===== src/shared/adcss_pkg.sv =====
// Constants and types for the converter scan sequencer.
// Assumes a single 25 MHz clock and a 4-bit register address port.
package adcss_pkg;

  // Widths
  localparam int ADDR_W   = 4;
  localparam int DATA_W   = 16;
  localparam int RES_BITS = 10;
  localparam int RES_PAD  = 6;
  localparam int NCH      = 8;
  localparam int CH_W     = 3;

  // Register offsets
  localparam logic [ADDR_W-1:0] CSR_OFS  = 4'h0;
  localparam logic [ADDR_W-1:0] CTRL_OFS = 4'h1;
  localparam logic [ADDR_W-1:0] TSEL_OFS = 4'h2;
  localparam logic [ADDR_W-1:0] RES_BASE = 4'h8;

  // Field positions
  localparam int CSR_FLAG_BIT   = 7;
  localparam int CSR_IE_BIT     = 6;
  localparam int CSR_MODE_LSB   = 4;
  localparam int CSR_SLOW_BIT   = 3;
  localparam int CSR_CH_LSB     = 0;
  localparam int CTRL_START_BIT = 0;
  localparam int CTRL_STBY_BIT  = 1;
  localparam int TSEL_EXT_BIT   = 0;
  localparam int TSEL_TMR_LSB   = 1;

  // Modes and timer trigger selects
  localparam logic [1:0] MODE_SINGLE = 2'h0;
  localparam logic [1:0] MODE_CONT   = 2'h1;
  localparam logic [1:0] MODE_ONCE   = 2'h2;
  localparam logic [1:0] TMR_NONE    = 2'h0;
  localparam logic [1:0] TMR_A       = 2'h1;
  localparam logic [1:0] TMR_B       = 2'h2;

  // Reset values
  localparam logic [1:0]      MODE_RST = 2'h0;
  localparam logic [1:0]      TMR_RST  = 2'h0;
  localparam logic [CH_W-1:0] CH_RST   = 3'h0;
  localparam logic [RES_BITS-1:0] RES_RST = 10'h000;

  // Conversion timing
  localparam int CLK_PERIOD_NS = 40;
  localparam int CONV_TIME_NS  = 2000;
  localparam int CONV_CYC      = (CONV_TIME_NS + CLK_PERIOD_NS - 1) / CLK_PERIOD_NS;
  localparam int SLOW_MULT     = 2;
  localparam int CONV_CYC_SLOW = CONV_CYC * SLOW_MULT;
  localparam int TCNT_W        = 7;
  localparam logic [TCNT_W-1:0] LOAD_FAST = TCNT_W'(CONV_CYC - 1);
  localparam logic [TCNT_W-1:0] LOAD_SLOW = TCNT_W'(CONV_CYC_SLOW - 1);

  typedef enum logic [0:0] {ADCSS_IDLE, ADCSS_CONV} adcss_state_t;

endpackage : adcss_pkg


===== src/design/adcss_timer.sv =====
// Conversion time counter for one channel.
// Assumes start and abort are one-cycle pulses from the sequencer.
`timescale 1ns/100ps
module adcss_timer
  import adcss_pkg::*;
(
  // Clock and reset
  input  wire logic mclk,
  input  wire logic rst_n,
  // Control
  input  wire logic start,
  input  wire logic abort,
  input  wire logic slow,
  // Status
  output logic      done
);

  logic [TCNT_W-1:0] cnt_r;
  logic              run_r;
  logic [TCNT_W-1:0] load;

  assign load = slow ? LOAD_SLOW : LOAD_FAST;
  assign done = run_r && (cnt_r == '0);

  always_ff @(posedge mclk or negedge rst_n)
  begin
    if (!rst_n)
    begin
      run_r <= 1'b0;
      cnt_r <= '0;
    end
    else if (abort)
    begin
      run_r <= 1'b0;
    end
    else if (start)
    begin
      run_r <= 1'b1;
      cnt_r <= load;
    end
    else if (done)
    begin
      run_r <= 1'b0;
    end
    else if (run_r)
    begin
      cnt_r <= cnt_r - 1'b1;
    end
  end

endmodule : adcss_timer


===== src/design/adcss_trig.sv =====
// Hardware start trigger selection and edge detection.
// Assumes trigger inputs are synchronous levels; a rising edge starts.
`timescale 1ns/100ps
module adcss_trig
  import adcss_pkg::*;
(
  // Clock and reset
  input  wire logic       mclk,
  input  wire logic       rst_n,
  // Trigger sources
  input  wire logic       timer_a_trg,
  input  wire logic       timer_b_trg,
  input  wire logic       ext_trg,
  // Selection
  input  wire logic [1:0] tmr_sel,
  input  wire logic       ext_en,
  // Result
  output logic            trg
);

  logic ta_q_r;
  logic tb_q_r;
  logic ex_q_r;
  logic ta_edge;
  logic tb_edge;
  logic ex_edge;

  assign ta_edge = timer_a_trg && !ta_q_r;
  assign tb_edge = timer_b_trg && !tb_q_r;
  assign ex_edge = ext_trg && !ex_q_r;

  // Timer units picked by select, external only when enabled
  assign trg = (tmr_sel == TMR_A && ta_edge) ||
               (tmr_sel == TMR_B && tb_edge) ||
               (ext_en && ex_edge);

  always_ff @(posedge mclk or negedge rst_n)
  begin
    if (!rst_n)
    begin
      ta_q_r <= 1'b0;
      tb_q_r <= 1'b0;
      ex_q_r <= 1'b0;
    end
    else
    begin
      ta_q_r <= timer_a_trg;
      tb_q_r <= timer_b_trg;
      ex_q_r <= ext_trg;
    end
  end

endmodule : adcss_trig


===== src/design/adcss_seq.sv =====
// Scan sequencer and register file of the 10-bit converter.
// Assumes the converter core holds analog_code valid at the end of the
// conversion time, for the channel shown on conv_ch.
`timescale 1ns/100ps

module adcss_seq
  import adcss_pkg::*;
(
  // Clock and reset
  input  wire logic                mclk,
  input  wire logic                rst_n,
  // Register port
  input  wire logic [ADDR_W-1:0]   addr,
  input  wire logic [DATA_W-1:0]   wr_data,
  input  wire logic                wr_en,
  input  wire logic                rd_en,
  output logic      [DATA_W-1:0]   rd_data,
  // Start triggers
  input  wire logic                timer_a_trg,
  input  wire logic                timer_b_trg,
  input  wire logic                ext_trg,
  // Converter core
  output logic                     conv_start,
  output logic      [CH_W-1:0]     conv_ch,
  input  wire logic [RES_BITS-1:0] analog_code,
  // Events
  output logic                     conv_end_irq,
  output logic                     xfer_req,
  output logic                     busy
);

  function automatic logic is_res(input logic [ADDR_W-1:0] a);
    is_res = a[ADDR_W-1] == RES_BASE[ADDR_W-1];
  endfunction : is_res

  adcss_state_t state_r;
  adcss_state_t state_nxt;

  logic                           flag_r;
  logic                           ie_r;
  logic [1:0]                     mode_r;
  logic                           slow_r;
  logic [CH_W-1:0]                cfg_ch_r;
  logic                           start_r;
  logic                           standby_r;
  logic [1:0]                     tmr_sel_r;
  logic                           ext_en_r;
  logic [CH_W-1:0]                ch_r;
  logic [NCH-1:0][RES_BITS-1:0]   res_r;
  logic [DATA_W-1:0]              rd_data_r;
  logic                           conv_start_r;
  logic [CH_W-1:0]                conv_ch_r;
  logic                           irq_r;
  logic                           xfer_r;

  logic                           flag_nxt;
  logic                           start_nxt;
  logic [CH_W-1:0]                ch_nxt;
  logic                           irq_nxt;

  // Decode
  logic csr_wr;
  logic ctrl_wr;
  logic tsel_wr;
  logic res_wr;
  logic sw_start;
  logic sw_stop;
  logic hw_trg;
  logic tmr_done;
  logic in_conv;
  logic go;
  logic abort;
  logic pass_end;
  logic again;
  logic stop;
  logic tmr_go;
  logic [DATA_W-1:0] csr_val;
  logic [DATA_W-1:0] ctrl_val;
  logic [DATA_W-1:0] tsel_val;
  logic [DATA_W-1:0] res_val;
  logic [DATA_W-1:0] rd_mux;

  assign csr_wr   = wr_en && addr == CSR_OFS;
  assign ctrl_wr  = wr_en && addr == CTRL_OFS;
  assign tsel_wr  = wr_en && addr == TSEL_OFS;
  assign res_wr   = wr_en && is_res(addr);   // Decoded to nothing
  assign sw_start = ctrl_wr && wr_data[CTRL_START_BIT];
  assign sw_stop  = ctrl_wr && !wr_data[CTRL_START_BIT];

  // Sequencing
  assign in_conv  = state_r == ADCSS_CONV;
  assign go       = !in_conv && !standby_r && !(ctrl_wr && wr_data[CTRL_STBY_BIT]) &&
                    (sw_start || hw_trg);
  assign abort    = in_conv && (standby_r || sw_stop);
  assign pass_end = in_conv && tmr_done &&
                    (mode_r == MODE_SINGLE || ch_r == cfg_ch_r);
  assign again    = mode_r == MODE_CONT && start_r;
  assign stop     = pass_end && !again && !abort;
  assign tmr_go   = go || (in_conv && tmr_done && !stop && !abort);

  always_comb
  begin
    state_nxt = state_r;
    case (state_r)
      ADCSS_IDLE:
      begin
        if (go)
          state_nxt = ADCSS_CONV;
      end
      ADCSS_CONV:
      begin
        if (abort || stop)
          state_nxt = ADCSS_IDLE;
      end
      default:
        state_nxt = ADCSS_IDLE;
    endcase
  end

  always_comb
  begin
    ch_nxt = ch_r;
    if (go)
      ch_nxt = (mode_r == MODE_SINGLE) ? cfg_ch_r : CH_RST;
    else if (in_conv && tmr_done)
      ch_nxt = pass_end ? CH_RST : ch_r + 1'b1;
  end

  // Clear by hardware wins over a start write in the same cycle
  always_comb
  begin
    start_nxt = start_r;
    if (standby_r || stop)
      start_nxt = 1'b0;
    else if (go)
      start_nxt = 1'b1;
    else if (sw_stop)
      start_nxt = 1'b0;
  end

  // Set by hardware wins over software clear
  assign flag_nxt = pass_end || (flag_r && !(csr_wr && !wr_data[CSR_FLAG_BIT]));
  assign irq_nxt  = flag_nxt && ie_r;

  // Read data
  assign csr_val  = {8'h00, flag_r, ie_r, mode_r, slow_r, cfg_ch_r};
  assign ctrl_val = {14'h0000, standby_r, start_r};
  assign tsel_val = {13'h0000, tmr_sel_r, ext_en_r};
  assign res_val  = {res_r[addr[CH_W-1:0]], {RES_PAD{1'b0}}};
  assign rd_mux   = !rd_en             ? 16'h0000 :
                    is_res(addr)       ? res_val  :
                    addr == CSR_OFS    ? csr_val  :
                    addr == CTRL_OFS   ? ctrl_val :
                    addr == TSEL_OFS   ? tsel_val : 16'h0000;

  adcss_timer u_timer (
    .mclk  (mclk),
    .rst_n (rst_n),
    .start (tmr_go),
    .abort (abort),
    .slow  (slow_r),
    .done  (tmr_done)
  );

  adcss_trig u_trig (
    .mclk        (mclk),
    .rst_n       (rst_n),
    .timer_a_trg (timer_a_trg),
    .timer_b_trg (timer_b_trg),
    .ext_trg     (ext_trg),
    .tmr_sel     (tmr_sel_r),
    .ext_en      (ext_en_r),
    .trg         (hw_trg)
  );

  // Per-channel result storage
  genvar g;
  generate
    for (g = 0; g < NCH; g++)
    begin : g_res
      always_ff @(posedge mclk or negedge rst_n)
      begin
        if (!rst_n)
          res_r[g] <= RES_RST;
        else if (in_conv && tmr_done && ch_r == CH_W'(g))
          res_r[g] <= analog_code;
      end
    end
  endgenerate

  always_ff @(posedge mclk or negedge rst_n)
  begin
    if (!rst_n)
    begin
      ie_r      <= 1'b0;
      mode_r    <= MODE_RST;
      slow_r    <= 1'b0;
      cfg_ch_r  <= CH_RST;
      standby_r <= 1'b0;
      tmr_sel_r <= TMR_RST;
      ext_en_r  <= 1'b0;
    end
    else
    begin
      if (csr_wr)
      begin
        ie_r     <= wr_data[CSR_IE_BIT];
        mode_r   <= wr_data[CSR_MODE_LSB +: 2];
        slow_r   <= wr_data[CSR_SLOW_BIT];
        cfg_ch_r <= wr_data[CSR_CH_LSB +: CH_W];
      end
      if (ctrl_wr)
        standby_r <= wr_data[CTRL_STBY_BIT];
      if (tsel_wr)
      begin
        tmr_sel_r <= wr_data[TSEL_TMR_LSB +: 2];
        ext_en_r  <= wr_data[TSEL_EXT_BIT];
      end
    end
  end

  always_ff @(posedge mclk or negedge rst_n)
  begin
    if (!rst_n)
    begin
      state_r      <= ADCSS_IDLE;
      start_r      <= 1'b0;
      flag_r       <= 1'b0;
      ch_r         <= CH_RST;
      rd_data_r    <= 16'h0000;
      conv_start_r <= 1'b0;
      conv_ch_r    <= CH_RST;
      irq_r        <= 1'b0;
      xfer_r       <= 1'b0;
    end
    else
    begin
      state_r      <= state_nxt;
      start_r      <= start_nxt;
      flag_r       <= flag_nxt;
      ch_r         <= ch_nxt;
      rd_data_r    <= rd_mux;
      conv_start_r <= tmr_go;
      conv_ch_r    <= ch_nxt;
      irq_r        <= irq_nxt;
      xfer_r       <= pass_end;
    end
  end

  assign rd_data      = rd_data_r;
  assign conv_start   = conv_start_r;
  assign conv_ch      = conv_ch_r;
  assign conv_end_irq = irq_r;
  assign xfer_req     = xfer_r;
  assign busy         = state_r == ADCSS_CONV;
endmodule : adcss_seq


===== config.mk =====
export PLATFORM = sky130hd
export DESIGN_NAME = adcss_seq
export DESIGN_NICKNAME = d
export VERILOG_FILES = /design/src/shared/adcss_pkg.sv /design/src/design/adcss_timer.sv /design/src/design/adcss_trig.sv /design/src/design/adcss_seq.sv
export SDC_FILE = /design/constraint.sdc
export NUM_CORES = 1
export LEC_CHECK = 0
export BUFFER_PORTS_ARGS = -buffer_cell sky130_fd_sc_hd__buf_2
export CAP_MARGIN = 5
export CORE_MARGIN = 1.5
export CORE_UTILIZATION = 30
export CTS_CLUSTER_DIAMETER = 40
export DETAILED_ROUTE_END_ITERATION = 6
export PLACE_DENSITY_LB_ADDON = 0.2
export SYNTH_ARGS = -nofsm -noshare
export SYNTH_HDL_FRONTEND = slang
export SYNTH_SLANG_ARGS = --single-unit

===== constraint.sdc =====
create_clock -name mclk -period 2.07 [get_ports mclk]
set_input_delay 0.1035 -clock mclk [delete_from_list [all_inputs] [get_ports mclk]]
set_output_delay 0.1035 -clock mclk [all_outputs]
set_load 0.005 [all_outputs]

* Word level (Yosys, flattened, before mapping)
Index checks and enable logic that the tools add are counted.
Cells by class: bitwise logic cells 2, reductions and logical operators 65, equality and inequality tests 14, order comparisons 1, multiplexer cells 24, add/subtract/negate cells 2
Operator list (count):
- logical AND 1 bit | 35
- two-way mux 16 bit | 2
- binary-select mux 10 bit (select 3 bit) | 1
- two-way mux 7 bit | 4
- two-way mux 3 bit | 6
- == test 3 bit, second input constant | 4
- zero test 1 bit | 12
- two-way mux 10 bit | 1
- logical OR 1 bit | 9
- two-way mux 1 bit | 8
- two-way mux 8 bit | 1
- zero test 7 bit | 1
- subtractor 7 x 1 -> 7 bit, second input constant | 1
- == test 3 x 2 -> 1 bit, second input constant | 2
- nonzero test 3 bit | 2
- == test 2 x 1 -> 1 bit, second input constant | 2
- == test 4 x 1 -> 1 bit, second input constant | 1
- == test 4 x 2 -> 1 bit, second input constant | 1
- zero test 4 bit | 1
- less-than comparator 3 x 4 -> 1 bit, second input constant | 1
- nonzero test 2 bit | 2
- adder 3 x 1 -> 3 bit, second input constant | 1
- == test 3 x 1 -> 1 bit, second input constant | 1
- == test 3 bit | 1
- 7 further kinds | 8
Storage, ports and cells: input bits 37, register bits 127, output and inout port bits 23, word-level logic and storage cells 136

* Longest topological paths before layout
depth in word-level cells 13, mapped depth 9, gate-level depth less buffers 8

* Modules after synthesis
A second synthesis with hierarchy kept.
Unflattened totals: cells, all modules 408, area total of the unflattened synthesis 5748.0 um2
Modules (own cells, without submodules):
- adcss_seq | times used 1, area an instance 5123.7 um2, cells each 343, sequential area each 2902.8 um2
- adcss_timer | times used 1, area an instance 515.5 um2, cells each 58, sequential area each 200.2 um2
- adcss_trig | times used 1, area an instance 108.9 um2, cells each 7, sequential area each 75.1 um2

* Least setup slack after synthesis
No wires, ideal clock.
kind reg2reg, from register u_timer.cnt_r[0], to register u_timer.cnt_r[4], required time 1949 ps, data arrival time 1905 ps, buffers on the path 0, library setup time 121 ps, stages on the path, launching flop included 9, clock period less this slack 2026 ps, slack 44 ps, cell sequence dfrtp_1 -> inv_1 -> ha_1 -> and4bb_1 -> nand3_1 -> or2_1 -> o21ai_2 -> o21ai_0 -> a22o_1
On the way: word-level cells in the longest chain between the ends 12, elaborated cells between the ends (all ways) 17, classes of those cells add/sub: 1; eq/ne: 1; mux: 3; reduce/logical: 12
RTL lines:
- from (decl) | RTL line adcss_timer.sv:18 | logic [TCNT_W-1:0] cnt_r;
- from (signal assigned) | RTL line adcss_timer.sv:39 | cnt_r <= load;
- from (signal assigned) | RTL line adcss_timer.sv:47 | cnt_r <= cnt_r - 1'b1;
- zero test 7 bit * | RTL line adcss_timer.sv:23 | assign done = run_r && (cnt_r == '0);
- logical AND 1 bit * | RTL line adcss_timer.sv:23
- logical AND 1 bit * | RTL line adcss_seq.sv:95, adcss_seq.sv:99
- logical AND 1 bit | RTL line adcss_seq.sv:95 | assign pass_end = in_conv && tmr_done &&
- logical AND 1 bit (2 in series) | RTL line adcss_seq.sv:98 | assign stop = pass_end && !again && !abort;
- zero test 1 bit | RTL line adcss_seq.sv:99 | assign tmr_go = go || (in_conv && tmr_done && !stop && !abort);
- logical AND 1 bit * (2 in series) | RTL line adcss_seq.sv:99
- logical OR 1 bit * | RTL line adcss_seq.sv:99
- via tmr_go | RTL line adcss_seq.sv:76 | logic tmr_go;
- inequality test 2 x 1 -> 1 bit (no line) / nonzero test 2 bit (equally long branches)
- AND reduction 3 bit (no line)
The timed path passes the listed nets; every way through them passes the cells marked *. The select of a mux whose other input is x is not followed. A chain may end at the register's enable or synchronous reset.

* Worst setup path in the final report
from register u_timer.cnt_r[1], to register u_timer.cnt_r[5]
On the way: word-level cells in the longest chain between the ends 12, elaborated cells between the ends (all ways) 17, classes of those cells add/sub: 1; eq/ne: 1; mux: 3; reduce/logical: 12
RTL lines (RTL line):
- zero test 7 bit | adcss_timer.sv:23
- logical AND 1 bit | adcss_timer.sv:23
- logical AND 1 bit | adcss_seq.sv:95, adcss_seq.sv:99
- logical AND 1 bit | adcss_seq.sv:95
- logical AND 1 bit (2 in series) | adcss_seq.sv:98
- zero test 1 bit | adcss_seq.sv:99
- logical AND 1 bit (2 in series) | adcss_seq.sv:99
- logical OR 1 bit | adcss_seq.sv:99
- inequality test 2 x 1 -> 1 bit (no line) / nonzero test 2 bit (equally long branches)
- AND reduction 3 bit (no line)
Several ways; a longest one is shown, not always the timed one. The select of a mux whose other input is x is not followed.

==> out/results.tsv <==
stage	metric	value	unit
finish	fillers	1766	
timing	Worst-Margin Slew	533.0	ps
finish	Nets	551	
global_route	first-pass GRT wire length	20810	um
pwr	total power divided by cell area	1050	nW/um^2
cts	CTS tree	yes	
cts	htree depth	4	
timing	RSZ-0062 raised after global routing	true	
routing	initial DRC count	234	
placed_design	dpl ws	44.02	ps
placed_design	dpl cells	707	
routing	drt total wl	12870	um
synth	syn avg cell area	14.33	sq um
timing	setup TNS	0	ps
outcome	status	finished, final reports clean	
worst_setup_path	Critical Path AT	2270	ps
global_route	GRT Util Overall	14.08	%
finish	layout cells sized above 1	47.28	%
synth	Ys Warns	0	
routing	detailed-route via count	3545	
worst_setup_path	crit end category	flop	
run	Max-Cap Viols	0	
cts	clk buf depth	2	
global_route	largest net degree at the start of global routing	68	
global_route	vias in the first global route	3793	
global_route	initial antenna violation count	0	
synth	dominant synthesized flop cell	dfrtp_1	
routing	Routed Antenna Nets	0	
synth	asr flop ratio synth	100.0	%
routing	Residual DRC	0	
timing	final setup fails	0	
die	DIE AREA	19750	sq um
routing	DR WL/cell	17.21	um
synth	Syn Nets	441	
cts	worst skew pair latency	410	ps
placed_design	hpwl dp	8556	um
timing	worst rel slew slack	63.98	%
routing	wire length on met1	6403	um
placed_design	number of port buffers	51	
timing	final setup skew	7.612	ps
timing	Period Utilization, post-route	96.03	%
routing	via density per instance	4.739	
pwr	Pleak	0.003283	uW
die	cell row count	50	
die	Die W	140.5	um
cts	root buf cell	clkbuf_16	
synth	Syn Inst Count	396	
global_route	total global routing overflow	0	
synth	synthesized cell area	5674	sq um
cts	Clk pin slew, worst setup/hold paths	50	ps
timing	max-slew violation count	0	
worst_setup_path	Worst Setup Path Type	flop to flop	
die	starting density of the core	30.44	%
finish	number of cells in the finished layout apart from fillers	748	
die	I/O pin count	60	
synth	Yosys reg bits	127	
synth	Post-synth EDFFs	0	
finish	final instance area	7258	sq um
worst_setup_path	CP Max Fanout	5	
synth	synth unique cells	44	
routing	drt first pass iters	4	
die	Core Region	18640	sq um
cts	CTS Buf Count	17	
hold_path	min-delay worst type	input port to flop	
routing	met2 wire length	5978	um
finish	antenna diode count	0	
die	Die H	140.5	um
worst_setup_path	Setup crit start kind	flop	
timing	clock period minus final worst setup slack	1988	ps
cts	clk sink count	127	
worst_setup_path	Worst EP required	2350	ps
synth	sequential element share of the synthesized area	56.01	%
placed_design	Placed Area	6509	sq um
timing	setup slack after layout	82.23	ps
placed_design	global placer's final weighted congestion	0.7564	
pwr	VDD IR-drop max	0.4911	mV
timing	Final Hold Fails	0	
routing	Met3 Routed Length	324	um
finish	area growth from synthesis to final layout	27.92	%
routing	max layer used	met4	
timing	hold slack	21.85	ps
timing	Max Freq	0.5031	GHz
[cell usage in the layout (no fill, tap or decap), types with 3 or more instances in the layout]
master         count
mux4_2            20
nor3_1             4
mux2_2            91
buf_12             5
ha_1               8
buf_4             33
a22oi_1            3
dfrtp_1          127
bufinv_16          4
xor2_1             3
nor2_1            18
dlygate4sd3_1     12
nand2_1           24
clkbuf_16         17
a22o_1             3
mux2i_1           12
o21ai_1            3
a21oi_1           10
o21ai_0            5
nand3_1            3
and3_1             5
buf_2             51
nor2b_1            6
inv_1             11
[final cells by class]
| class | count | area, sq um | share of cell area [%] |
|---|---|---|---|
| sequential | 127 | 3178 | 43.79 |
| multi-input combinational | 246 | 2429 | 33.46 |
| timing repair buffer | 101 | 723.2 | 9.964 |
| clock buffer | 20 | 446.7 | 6.154 |
| tap | 234 | 292.8 | 4.034 |
| clock inverter | 7 | 140.1 | 1.931 |
| inverter | 13 | 48.80 | 0.6723 |
[metal layers]
layer  vias up  track usage [%]
met2        47            21.89
met4         0            4.770
met3        15            3.350
li1       1667                -
met5         -                0
met1      1816            19.36
[path summary, 6_finish.rpt]
| check | startpoint | to | slack, ps | cells past startpoint |
|---|---|---|---|---|
| setup / recovery | u_timer.cnt_r[1] | u_timer.cnt_r[5] | 80 | 9 |
| hold / removal | rd_en | rd_data[7] | 20 | 2 |
| setup reg to reg | u_timer.cnt_r[1] | u_timer.cnt_r[5] | 80 | 9 |
| hold reg to reg | res_r[79] | res_r[79] | 500 | 1 |
| max in group asynchronous | rst_n | res_r[33] | 1300 | 3 |
| min in group asynchronous | rst_n | flag_r | 120 | 2 |
[synthesized netlist by cell type, drive strengths merged (5+ instances only)]
master	number	area share, %
a21oi	10	0.88
and3	6	0.75
buf	7	0.66
dfrtp	127	56
ha	8	1.8
inv	13	0.86
mux2	91	18
mux2i	12	2.1
mux4	20	7.9
nand2	24	1.6
nor2	19	1.3
nor2b	7	0.90
nor3	5	0.53
o21ai	9	0.86
[report_power, final]
group          leakage, uW  switching [uW]  internal, uW  total, uW
Combinational      0.00148             753           829       1580
Clock             0.000280             995          2010       3000
Sequential         0.00152             227          2810       3040
[worst max-delay path: stages (launching register included)]
cell      delay, ps
dfrtp_1         390
inv_2            60
ha_1            130
and4bb_2        260
nand3_2          90
or2_4           250
a32oi_2         230
buf_4           170
nor2b_4         180
a22oi_2          90
[logic make-up (layout without fill, tap and decap cells)]
family	after synthesis	in the layout	synth area share [%]
DFF	127	127	56.01
muxes	123	123	28.11
and+or+nand+nor	77	77	7.211
AOI/OAI and AO/OA	35	35	4.719
buffers and inverters	23	141	1.720
adders and majority gates	8	8	1.764
xor gates and xnor gates	3	3	0.4631
[through the flow]
stage	total power, uW	utilization (%)
after floorplan	3966	-
after global placement	4544	34.91
after detailed placement	4587	34.91
after CTS	7660	38.70
after global routing	8060	38.93
final	7622	38.93
[timing repair]
item | CTS | global route
endpoints found under the hold margin | 140 | 0
endpoints found under the setup margin | 0 | 34
setup buffers | 0 | 1
gates resized for setup | 0 | 11
hold buffers | 12 | 0
[registers in the layout, indices dropped and copies added (netlist names), 2 cells and up]
| name | count |
|---|---|
| u_timer.cnt_r | 7 |
| tmr_sel_r | 2 |
| cfg_ch_r | 3 |
| conv_ch | 3 |
| res_r | 80 |
| mode_r | 2 |
| rd_data | 16 |
No activity file was read; power rests on OpenSTA's default activity.
